### src/logic/lcd_status_irq_cfg.svh
// constants for the panel controller status, interrupt and register block
// assumes a 200 MHz core clock and a 32-bit word-addressed register port
//
// Summary of operation
// - each interrupt source owns one status bit
// - sticky status set by hardware, software clears
// - read-only flags ignore software writes
// - control register mask bits suppress some sources
// - settings versus dma buffer size mismatch flags error
// - line comparator raises line interrupt on match
// - line interrupt is a level for the line
// - both interrupt outputs active low, same behaviour
// - line interrupt wired to a dma request
// - any logical channel 0-15 may use it
// - subpanel fetches only first or last lines
// - other lines take default pixel, no fetches
// - dma may gate its clocks during default fill
// - eight registers: control, timing a-c, status, subpanel, line match, scan
// - fixed word offsets 0x00 to 0x1c
// - minimum spacing between palette fetch requests
// - spacing applies only to palette loading
// - line status cleared by software or line end
// - mask bit 0 blocks, 1 passes
// - load mode 00 both, 01 palette, 10 data
`ifndef LCD_STATUS_IRQ_CFG_SVH
`define LCD_STATUS_IRQ_CFG_SVH

`define OFS_CONTROL    8'h00
`define OFS_TIMING_A   8'h04
`define OFS_TIMING_B   8'h08
`define OFS_TIMING_C   8'h0c
`define OFS_STATUS     8'h10
`define OFS_SUBPANEL   8'h14
`define OFS_LINE_MATCH 8'h18
`define OFS_SCAN       8'h1c

`define CTL_ON          0
`define CTL_MONO        1
`define CTL_VSYNC_EN    2
`define CTL_DONE_EN     3
`define CTL_LOAD_EN     4
`define CTL_LINE_NIRQ   5
`define CTL_LINE_EN     6
`define CTL_CLR_SEL     10
`define CTL_SPACING_LO  12
`define CTL_LOAD_SEL_LO 20
`define CTL_WIDTH       25
`define CTL_RESV        32'hfe00_0000

`define ST_DONE     0
`define ST_VSYNC    1
`define ST_LINE     2
`define ST_LOADED   3
`define ST_SYNC_ERR 4
`define ST_UNDERRUN 5

`define SUB_EN      31
`define SUB_TOP     30
`define SUB_LINE_LO 16

`define LOAD_BOTH    2'h0
`define LOAD_PALETTE 2'h1
`define LOAD_DATA    2'h2

`define RST_WORD    32'h0000_0000
`define PAL_WORDS   16

`endif

### src/logic/lcd_status_irq_pkg.sv
// types shared by both ends of the panel controller link
// assumes lcd_status_irq_cfg.svh is on the include path
`default_nettype none
package lcd_status_irq_pkg;
    typedef enum {
        PAL_IDLE,
        PAL_REQ,
        PAL_GAP,
        PAL_DATA
    } pal_state_t;
endpackage : lcd_status_irq_pkg
`default_nettype wire

### src/logic/lcd_link_if.sv
// link between the panel controller and the dma / interrupt controller
// assumes both ends share core_clk
`default_nettype none
interface lcd_link_if;
    logic        fetch_req;
    logic        fetch_palette;
    logic        fetch_ack;
    logic        default_fill;
    logic [31:0] buf_words;
    logic        irq_n;
    logic        line_irq_n;
    modport device (output fetch_req, output fetch_palette,
                    output default_fill, output irq_n, output line_irq_n,
                    input fetch_ack, input buf_words);
    modport system (input fetch_req, input fetch_palette,
                    input default_fill, input irq_n, input line_irq_n,
                    output fetch_ack, output buf_words);
endinterface : lcd_link_if
`default_nettype wire

### src/logic/lcd_status_irq_regs.sv
// panel controller register bank, status bits, interrupts, line
// comparator, palette spacing and subpanel fetch selection
// assumes line_start and frame_start pulses come from the sync timer
`include "lcd_status_irq_cfg.svh"
`default_nettype none
module lcd_status_irq_regs
    import lcd_status_irq_pkg::*;
#(
    parameter int LINE_W    = 10,
    parameter int PAL_WORDS = `PAL_WORDS
) (
    input  wire logic        core_clk,
    input  wire logic        arst_n,
    input  wire logic [7:0]  reg_addr,
    input  wire logic [31:0] reg_wdata,
    input  wire logic        reg_wr,
    input  wire logic        reg_rd,
    output logic      [31:0] reg_rdata,
    input  wire logic        line_start,
    input  wire logic        frame_start,
    input  wire logic        fifo_underrun,
    output logic             use_default_pixel,
    output logic      [15:0] default_pixel_value,
    output logic             controller_on,
    lcd_link_if.device       link
);
    initial begin
        if (LINE_W < 1 || LINE_W > 16 || PAL_WORDS < 1 || PAL_WORDS > 256)
            $error("lcd_status_irq_regs: unsupported parameters");
    end

    // ==========================================================
    // state
    typedef struct packed {
        logic [31:0]       ctl;
        logic [31:0]       tim_a;
        logic [31:0]       tim_b;
        logic [31:0]       tim_c;
        logic [5:0]        sts;
        logic [31:0]       sub;
        logic [LINE_W-1:0] match;
        logic [LINE_W-1:0] line;
        logic              active;
        pal_state_t        pal;
        logic [7:0]        pal_cnt;
        logic [7:0]        gap;
        logic              req;
        logic              req_pal;
        logic              dflt;
        logic [31:0]       rdata;
    } state_t;

    state_t st_r;
    state_t st_nxt;

    // ==========================================================
    // helpers
    function automatic logic [31:0] expected_words(input logic [31:0] a,
                                                   input logic [31:0] b,
                                                   input logic [31:0] c);
        logic [47:0] bits;
        bits = 48'({a[9:0], 1'b0} >> 1) + 48'h1;
        bits = bits * (48'(b[9:0]) + 48'h1);
        bits = bits << c[2:0];
        return bits[35:4];
    endfunction : expected_words

    // lines fetched through dma: first or last group when subpanel is on
    function automatic logic line_fetched(input logic [31:0] sub,
                                          input logic [LINE_W-1:0] ln);
        logic below;
        below = ln < sub[`SUB_LINE_LO +: LINE_W];
        if (!sub[`SUB_EN])
            return 1'b1;
        return sub[`SUB_TOP] ? below : !below;
    endfunction : line_fetched

    logic [1:0] palette_load_select;
    logic       matched;
    logic [5:0] sts_set;
    logic [5:0] src_en;

    assign palette_load_select = st_r.ctl[`CTL_LOAD_SEL_LO +: 2];
    assign matched = st_r.active && (st_r.line == st_r.match);

    // ==========================================================
    // next state
    always_comb begin
        st_nxt       = st_r;
        sts_set      = '0;
        st_nxt.rdata = '0;

        // frame and line tracking
        if (frame_start) begin
            st_nxt.line = '0;
            if (st_r.active && !st_r.ctl[`CTL_ON])
                sts_set[`ST_DONE] = 1'b1;
            st_nxt.active = st_r.ctl[`CTL_ON];
            if (st_r.ctl[`CTL_ON]) begin
                sts_set[`ST_VSYNC] = 1'b1;
                if (expected_words(st_r.tim_a, st_r.tim_b, st_r.tim_c)
                        != link.buf_words)
                    sts_set[`ST_SYNC_ERR] = 1'b1;
            end
        end else if (line_start && st_r.active) begin
            st_nxt.line = st_r.line + 1'b1;
        end
        // the matched line ends at this line start: with self-clear on,
        // its own match must not set the status again
        if (matched && !(line_start && st_r.ctl[`CTL_CLR_SEL]))
            sts_set[`ST_LINE] = 1'b1;
        if (fifo_underrun)
            sts_set[`ST_UNDERRUN] = 1'b1;

        // palette then data fetching
        case (st_r.pal)
            PAL_IDLE: begin
                if (frame_start && st_r.ctl[`CTL_ON]) begin
                    st_nxt.pal_cnt = '0;
                    if (palette_load_select == `LOAD_BOTH ||
                        palette_load_select == `LOAD_PALETTE)
                        st_nxt.pal = PAL_REQ;
                    else if (palette_load_select == `LOAD_DATA)
                        st_nxt.pal = PAL_DATA;
                end
            end
            PAL_REQ: begin
                st_nxt.req     = 1'b1;
                st_nxt.req_pal = 1'b1;
                if (st_r.req && link.fetch_ack) begin
                    st_nxt.req     = 1'b0;
                    st_nxt.pal_cnt = st_r.pal_cnt + 8'h1;
                    st_nxt.gap     = st_r.ctl[`CTL_SPACING_LO +: 8];
                    if (32'(st_r.pal_cnt) == PAL_WORDS - 1) begin
                        sts_set[`ST_LOADED] = 1'b1;
                        st_nxt.pal =
                            (palette_load_select == `LOAD_PALETTE) ?
                            PAL_IDLE : PAL_DATA;
                    end else if (st_r.ctl[`CTL_SPACING_LO +: 8] != 8'h0) begin
                        st_nxt.pal = PAL_GAP;
                    end
                end
            end
            PAL_GAP: begin
                st_nxt.gap = st_r.gap - 8'h1;
                if (st_r.gap <= 8'h1)
                    st_nxt.pal = PAL_REQ;
            end
            PAL_DATA: begin
                st_nxt.req_pal = 1'b0;
                if (st_r.req && link.fetch_ack)
                    st_nxt.req = 1'b0;
                if (line_start && st_r.active)
                    st_nxt.req = line_fetched(st_r.sub, st_nxt.line);
                if (!st_r.ctl[`CTL_ON] && frame_start)
                    st_nxt.pal = PAL_IDLE;
            end
            default: st_nxt.pal = PAL_IDLE;
        endcase
        // follows the line being entered, so it never overlaps its fetch
        st_nxt.dflt = (st_nxt.pal == PAL_DATA) &&
                      !line_fetched(st_r.sub, st_nxt.line);

        // line status may clear itself at the end of the line
        if (st_r.ctl[`CTL_CLR_SEL] && line_start)
            st_nxt.sts[`ST_LINE] = 1'b0;

        // register writes
        if (reg_wr) begin
            case (reg_addr)
                `OFS_CONTROL:    st_nxt.ctl = {7'h0, reg_wdata[24:0]};
                `OFS_TIMING_A:   st_nxt.tim_a = reg_wdata;
                `OFS_TIMING_B:   st_nxt.tim_b = reg_wdata;
                `OFS_TIMING_C:   st_nxt.tim_c = reg_wdata;
                `OFS_STATUS:
                    st_nxt.sts = st_nxt.sts & reg_wdata[5:0];
                `OFS_SUBPANEL:   st_nxt.sub = reg_wdata;
                `OFS_LINE_MATCH: st_nxt.match = reg_wdata[LINE_W-1:0];
                default: ; // scan status is read-only
            endcase
        end
        st_nxt.sts = st_nxt.sts | sts_set; // set wins over clear

        // register reads, data one cycle later
        if (reg_rd) begin
            case (reg_addr)
                `OFS_CONTROL:    st_nxt.rdata = st_r.ctl | `CTL_RESV;
                `OFS_TIMING_A:   st_nxt.rdata = st_r.tim_a;
                `OFS_TIMING_B:   st_nxt.rdata = st_r.tim_b;
                `OFS_TIMING_C:   st_nxt.rdata = st_r.tim_c;
                `OFS_STATUS:     st_nxt.rdata = {26'h0, st_r.sts};
                `OFS_SUBPANEL:   st_nxt.rdata = st_r.sub;
                `OFS_LINE_MATCH: st_nxt.rdata = 32'(st_r.match);
                `OFS_SCAN: begin
                    st_nxt.rdata = 32'(st_r.line);
                    st_nxt.rdata[31] = st_r.active;
                    st_nxt.rdata[30] = st_r.dflt;
                    st_nxt.rdata[29] = st_r.pal != PAL_DATA &&
                                       st_r.pal != PAL_IDLE;
                    st_nxt.rdata[28] = matched;
                end
                default:         st_nxt.rdata = '0;
            endcase
        end
    end

    always_ff @(posedge core_clk or negedge arst_n) begin
        if (!arst_n) begin
            st_r <= '{ctl: `RST_WORD, tim_a: `RST_WORD, tim_b: `RST_WORD,
                      tim_c: `RST_WORD, sts: '0, sub: `RST_WORD,
                      match: '0, line: '0, active: 1'b0, pal: PAL_IDLE,
                      pal_cnt: '0, gap: '0, req: 1'b0, req_pal: 1'b0,
                      dflt: 1'b0, rdata: `RST_WORD};
        end else begin
            st_r <= st_nxt;
        end
    end

    // ==========================================================
    // outputs
    // source enables: sync error and underrun are never masked
    always_comb begin
        src_en               = 6'h30;
        src_en[`ST_DONE]     = st_r.ctl[`CTL_DONE_EN];
        src_en[`ST_VSYNC]    = st_r.ctl[`CTL_VSYNC_EN];
        src_en[`ST_LOADED]   = st_r.ctl[`CTL_LOAD_EN];
        src_en[`ST_LINE]     = st_r.ctl[`CTL_LINE_NIRQ];
    end

    assign link.irq_n        = ~|(st_r.sts & src_en);
    assign link.line_irq_n   = ~(st_r.sts[`ST_LINE] &
                                 st_r.ctl[`CTL_LINE_EN]);
    assign link.fetch_req     = st_r.req;
    assign link.fetch_palette = st_r.req_pal;
    assign link.default_fill  = st_r.dflt;
    assign reg_rdata           = st_r.rdata;
    assign use_default_pixel   = st_r.dflt;
    assign default_pixel_value = st_r.sub[15:0];
    assign controller_on       = st_r.ctl[`CTL_ON];
endmodule : lcd_status_irq_regs
`default_nettype wire

### src/flat_wrapper.sv
// flat-port wrapper written by rule: the top's interface ports become plain ports
module lcd_status_irq_regs_flat import lcd_status_irq_pkg::*;
#(
    parameter int LINE_W    = 10,
    parameter int PAL_WORDS = `PAL_WORDS
)
  (core_clk, arst_n, reg_addr, reg_wdata, reg_wr, reg_rd, reg_rdata, line_start, frame_start, fifo_underrun, use_default_pixel, default_pixel_value, controller_on, link_fetch_req, link_fetch_palette, link_default_fill, link_irq_n, link_line_irq_n, link_fetch_ack, link_buf_words);
  lcd_link_if link_i ();
  input  wire logic core_clk;
  input  wire logic arst_n;
  input  wire logic [7:0] reg_addr;
  input  wire logic [31:0] reg_wdata;
  input  wire logic reg_wr;
  input  wire logic reg_rd;
  output logic      [31:0] reg_rdata;
  input  wire logic line_start;
  input  wire logic frame_start;
  input  wire logic fifo_underrun;
  output logic use_default_pixel;
  output logic      [15:0] default_pixel_value;
  output logic controller_on;
  output wire logic [$bits(link_i.fetch_req)-1:0] link_fetch_req;
  output wire logic [$bits(link_i.fetch_palette)-1:0] link_fetch_palette;
  output wire logic [$bits(link_i.default_fill)-1:0] link_default_fill;
  output wire logic [$bits(link_i.irq_n)-1:0] link_irq_n;
  output wire logic [$bits(link_i.line_irq_n)-1:0] link_line_irq_n;
  input wire logic [$bits(link_i.fetch_ack)-1:0] link_fetch_ack;
  input wire logic [$bits(link_i.buf_words)-1:0] link_buf_words;
  assign link_fetch_req = link_i.fetch_req;
  assign link_fetch_palette = link_i.fetch_palette;
  assign link_default_fill = link_i.default_fill;
  assign link_irq_n = link_i.irq_n;
  assign link_line_irq_n = link_i.line_irq_n;
  assign link_i.fetch_ack = link_fetch_ack;
  assign link_i.buf_words = link_buf_words;
  lcd_status_irq_regs #(.LINE_W(LINE_W), .PAL_WORDS(PAL_WORDS)) u_core (.core_clk(core_clk), .arst_n(arst_n), .reg_addr(reg_addr), .reg_wdata(reg_wdata), .reg_wr(reg_wr), .reg_rd(reg_rd), .reg_rdata(reg_rdata), .line_start(line_start), .frame_start(frame_start), .fifo_underrun(fifo_underrun), .use_default_pixel(use_default_pixel), .default_pixel_value(default_pixel_value), .controller_on(controller_on), .link(link_i));
endmodule
### config.mk
export PLATFORM = sky130hd
export DESIGN_NAME = lcd_status_irq_regs_flat
export DESIGN_NICKNAME = d
export VERILOG_FILES = /design/src/logic/lcd_status_irq_pkg.sv /design/src/logic/lcd_link_if.sv /design/src/logic/lcd_status_irq_regs.sv /design/src/flat_wrapper.sv
export VERILOG_INCLUDE_DIRS = /design/src /design/src/logic
export SDC_FILE = /design/constraint.sdc
export NUM_CORES = 1
export LEC_CHECK = 0
export BUFFER_PORTS_ARGS = -buffer_cell sky130_fd_sc_hd__buf_2
export CAP_MARGIN = 0
export CORE_ASPECT_RATIO = 2
export CORE_MARGIN = 4
export CORE_UTILIZATION = 60
export CTS_CLUSTER_SIZE = 8
export DETAILED_ROUTE_END_ITERATION = 7
export MAX_ROUTING_LAYER = met4
export PLACE_DENSITY = 0.89
export SKIP_CTS_REPAIR_TIMING = 1
export SLEW_MARGIN = 20
export SYNTH_ARGS = -nofsm -noshare
export SYNTH_HDL_FRONTEND = slang
export SYNTH_SLANG_ARGS = --single-unit
### constraint.sdc
create_clock -name core_clk -period 8.6 [get_ports core_clk]
set_clock_uncertainty 0.15 [all_clocks]
set_input_delay 1.72 -clock core_clk [delete_from_list [all_inputs] [get_ports core_clk]]
set_output_delay 1.72 -clock core_clk [all_outputs]
set_load 0.01 [all_outputs]
==> key figures <==
Clock tree
  – Clk slew on worst S/H paths: 0.05 ns
  – Worst-skew pair later-pin latency: 0.52 ns
  – CTS sink count: around 260
  – TritonCTS Buffers: 38
  – CTS tree: done
  – H-tree Lvls: 2
  – CTS root buffer: clkbuf_16
  – Max Root-Sink Buffers: 3

STA
  – Tmin final: between 8 and 9 ns
  – Fmax: 124 MHz
  – Worst Tran Pin Value: approximately 1.2 ns
  – Final Hold Fails: 0
  – Period utilisation layout: 93.6%
  – Setup violators final: 0
  – RSZ-0062 raised after global routing: no
  – Slew headroom: between 10% and 20%
  – Max-slew violation count: 0
  – Final setup TNS: 0 ns

Hold path
  – Hold path depth: 1
  – Hold_sp: u_core.st_r[234]$_DFFE_PN0P_
  – Worst hold path type: register to register
  – Hold EP: u_core.st_r[234]$_DFFE_PN0P_

Global routing
  – Largest net degree at the start of global routing: ~150
  – All-Layer GR Usage: between 30% and 40%
  – Number of global-route vias before repair: 15800
  – Initial antenna violation count: 3
  – Congestion Overflow GR: 0
  – First-pass GRT wire length: 84200 um

Die
  – Initial core utilization: 61.0%
  – Die Wd: 129 um
  – Die Height: 251 um
  – Die ar.: between 30000 and 40000 um2
  – # rows: 88
  – IO Count: 135
  – Core area: between 20000 and 30000 um2

Power and ir drop
  – P_int: 2200 uW
  – Maximum VDD drop: 182 uV
  – Sw power: 762 uW
  – Switch share: 25.7%
  – Leak: 0.00946 uW
  – Sequential share of power: 45.3%
  – Combinational Power Share: 10.9%
  – PwrDens: 152 nW/um2
  – Clock Power Share: between 40% and 50%

Layout
  – # fillers: about 2000
  – Final Core Density: between 60% and 70%
  – Layout cells sized above 1: around 23%
  – Area growth, synth to finish: 10.5%
  – Final layout net count: 2042

Worst setup path
  – Critical path capture point type: register
  – Worst-path fanout max: 8
  – Worst R2R Setup Slack: 0.55 ns
  – RR Endpoint: u_core.st_r[140]$_DFF_PN0_
  – CP required: 8.82 ns
  – Crit path launch type: register
  – FF-to-FF path depth: 25
  – Crit path arrival time: 8.27 ns
  – R2R Path Start: u_core.st_r[206]$_DFFE_PN0P_
  – Worst setup path category: register to register

Synthesis
  – Area contributors post-synth: dfrtp_1, mux2_2, fa_1
  – Area of the mapped netlist: 17700 um2
  – Primary FF master, synth: dfrtp_1
  – Post-synthesis async set-or-reset flop share: 100%
  – Post-synth EDFFs: 0
  – Post-Syn Instances: about 1700
  – Distinct cell type count after synthesis: 78
  – Yosys warnings: 0
  – Mean area per synthesized cell: 10.4 um2
  – Yosys top cell area share: 37.3%
  – Sequential-to-total area share from yosys stat: 37.3%
  – Flop and latch count out of synthesis: 263
  – Cell accounting for the most synthesized area: dfrtp_1

Routing
  – Total Wirelength: 54300 um
  – DRT iter0 DRCs: 1500
  – First-pass detailed-route iteration total: 7
  – Wire per inst: approximately 25 um
  – DRC Markers: 0
  – Routed Antenna Nets: 0
  – Via count: 14500
  – DR vias/cell: roughly 6.7

Run
  – Max cap viols: 0

Run status
  – Status: completed

Placement
  – Port bufs: about 130
  – HPWL Detailed: 38200 um
  – GPL Wtd Cong: 1.00
## logic make-up (layout without fill, tap and decap cells)
family	count (synthesis)	count (layout)	share of synthesized area, %
simple gates	405	405	11.0
compound gates	296	296	11.9
flops	263	263	37.3
buf+inv	247	330	6.38
mux	208	208	13.2
fa+ha+maj	162	162	14.9
xor+xnor	108	108	5.36
other cells	1	34	0.0212
## cell usage after synthesis (8+ instances only)
master and instances:
o22ai_1 9, nand2b_1 14, a31oi_1 17, a21o_1 12
xnor2_1 47, a22oi_1 59, a21oi_1 61, o2111ai_1 9
clkbuf_1 58, mux2i_1 34, nand4_1 14, inv_1 115
nor4_1 19, nand3_1 29, fa_1 81, nand2_1 136
and3_1 17, nor3_1 15, ha_1 81, or3_1 8
buf_1 16, nor2_1 95, dfrtp_1 263, xor2_1 61
and2_1 23, mux2_2 172, o21ai_0 38, buf_4 50
nor2b_1 10, a222oi_1 20
## cells in the final DEF, fill, tap and decap left out, types with 61 or more instances in the layout
cell type	synthesis	final
buf_2	4	133
a21oi_1	61	61
nand2_1	136	136
nor2_1	95	90
ha_1	81	81
xor2_1	61	61
dfrtp_1	263	263
inv_1	115	115
fa_1	81	81
mux2_2	172	172
## through the flow
| step | total power, uW | setup WS, ns | cell area (um2) | hold WS, ns | instances |
|---|---|---|---|---|---|
| 5_1_grt | 3040 | 0.141 | 19500 | 0.366 | 2165 |
| 3_5_place_dp | 1670 | 0.594 | 18500 | 0.338 | 2120 |
| 3_3_place_gp | 1650 | 0.736 | 18500 | 0.317 | 2120 |
| 4_1_cts | 2960 | 0.558 | 19500 | 0.353 | 2162 |
| 6_report | 2960 | 0.550 | 19500 | 0.355 | 2166 |
| 2_1_floorplan | 1530 | 1.36 | 17800 | 0.296 | 1719 |
## layer usage
metal  track usage, %  share of wire, %  wire, um  vias to the layer above
met5                -                 0         0                        -
met4             29.9                10      5450                        0
met3             5.08               6.7      3630                      369
met2             60.3                53     29000                      899
met1             32.4                30     16200                     7093
li1                 -                 -         -                     6089
## power by group through the flow
stage | sequential (uW) | combinational, uW | clock, uW
6_report | 1340 | 321 | 1300
3_5_place_dp | 1350 | 314 | 0
2_1_floorplan | 1340 | 193 | 0
3_3_place_gp | 1350 | 305 | 0
4_1_cts | 1340 | 319 | 1300
5_1_grt | 1340 | 353 | 1350
## sequential cells by signal, indices dropped and copies added, names as in the netlist
name / flops
u_core.st_r: 205
u_core.reg_rdata: 32
u_core.link.fetch_palette: 1
u_core.link.fetch_req: 1
u_core.default_pixel_value: 16
u_core.controller_on: 1
u_core.link.default_fill: 1
u_core.palette_load_select: 2
u_core.src_en: 4
## worst max-delay path, cell delays in order (launching register included)
cell and delay [ns]:
dfrtp_1 0.44, ha_1 0.27, nand3_1 0.15, nor2_1 0.34, and3_1 0.26, xnor2_1 0.28
nor2_1 0.13, fa_1 0.56, inv_1 0.06, fa_1 0.53, fa_1 0.47, fa_1 0.56
inv_1 0.06, fa_1 0.47, ha_1 0.41, nand2_1 0.16, o22ai_1 0.13, a211oi_2 0.48
xnor2_1 0.24, nor3_1 0.08, a221oi_1 0.49, xnor2_1 0.18, o311ai_0 0.19, a21bo_2 0.24
a2111oi_1 0.42, a32oi_1 0.16
## worst max-delay path by stage
stage                            startpoint                         end  slack (ns)  cells past startpoint
2_1_floorplan  u_core.st_r[176]$_DFFE_PN0P_  u_core.st_r[140]$_DFF_PN0_        1.36                     26
3_3_place_gp   u_core.st_r[206]$_DFFE_PN0P_  u_core.st_r[140]$_DFF_PN0_        0.74                     25
3_5_place_dp   u_core.st_r[206]$_DFFE_PN0P_  u_core.st_r[140]$_DFF_PN0_        0.59                     25
4_1_cts        u_core.st_r[206]$_DFFE_PN0P_  u_core.st_r[140]$_DFF_PN0_        0.56                     25
5_1_grt        u_core.st_r[206]$_DFFE_PN0P_  u_core.st_r[140]$_DFF_PN0_        0.14                     25
6_report       u_core.st_r[206]$_DFFE_PN0P_  u_core.st_r[140]$_DFF_PN0_        0.55                     25
## area by class of cell
class | count | area (um2) | share of cell area, %
Multi-Input combinational cell | 1209 | 10100 | 51.6
Sequential cell | 263 | 6580 | 33.7
Timing Repair Buffer | 170 | 963 | 4.94
Clock buffer | 39 | 955 | 4.89
Tap cell | 360 | 450 | 2.31
Inverter | 118 | 443 | 2.27
Clock inverter | 3 | 33.8 | 0.173
Antenna cell | 4 | 10.0 | 0.0513
No activity file was read; power rests on OpenSTA's default activity.
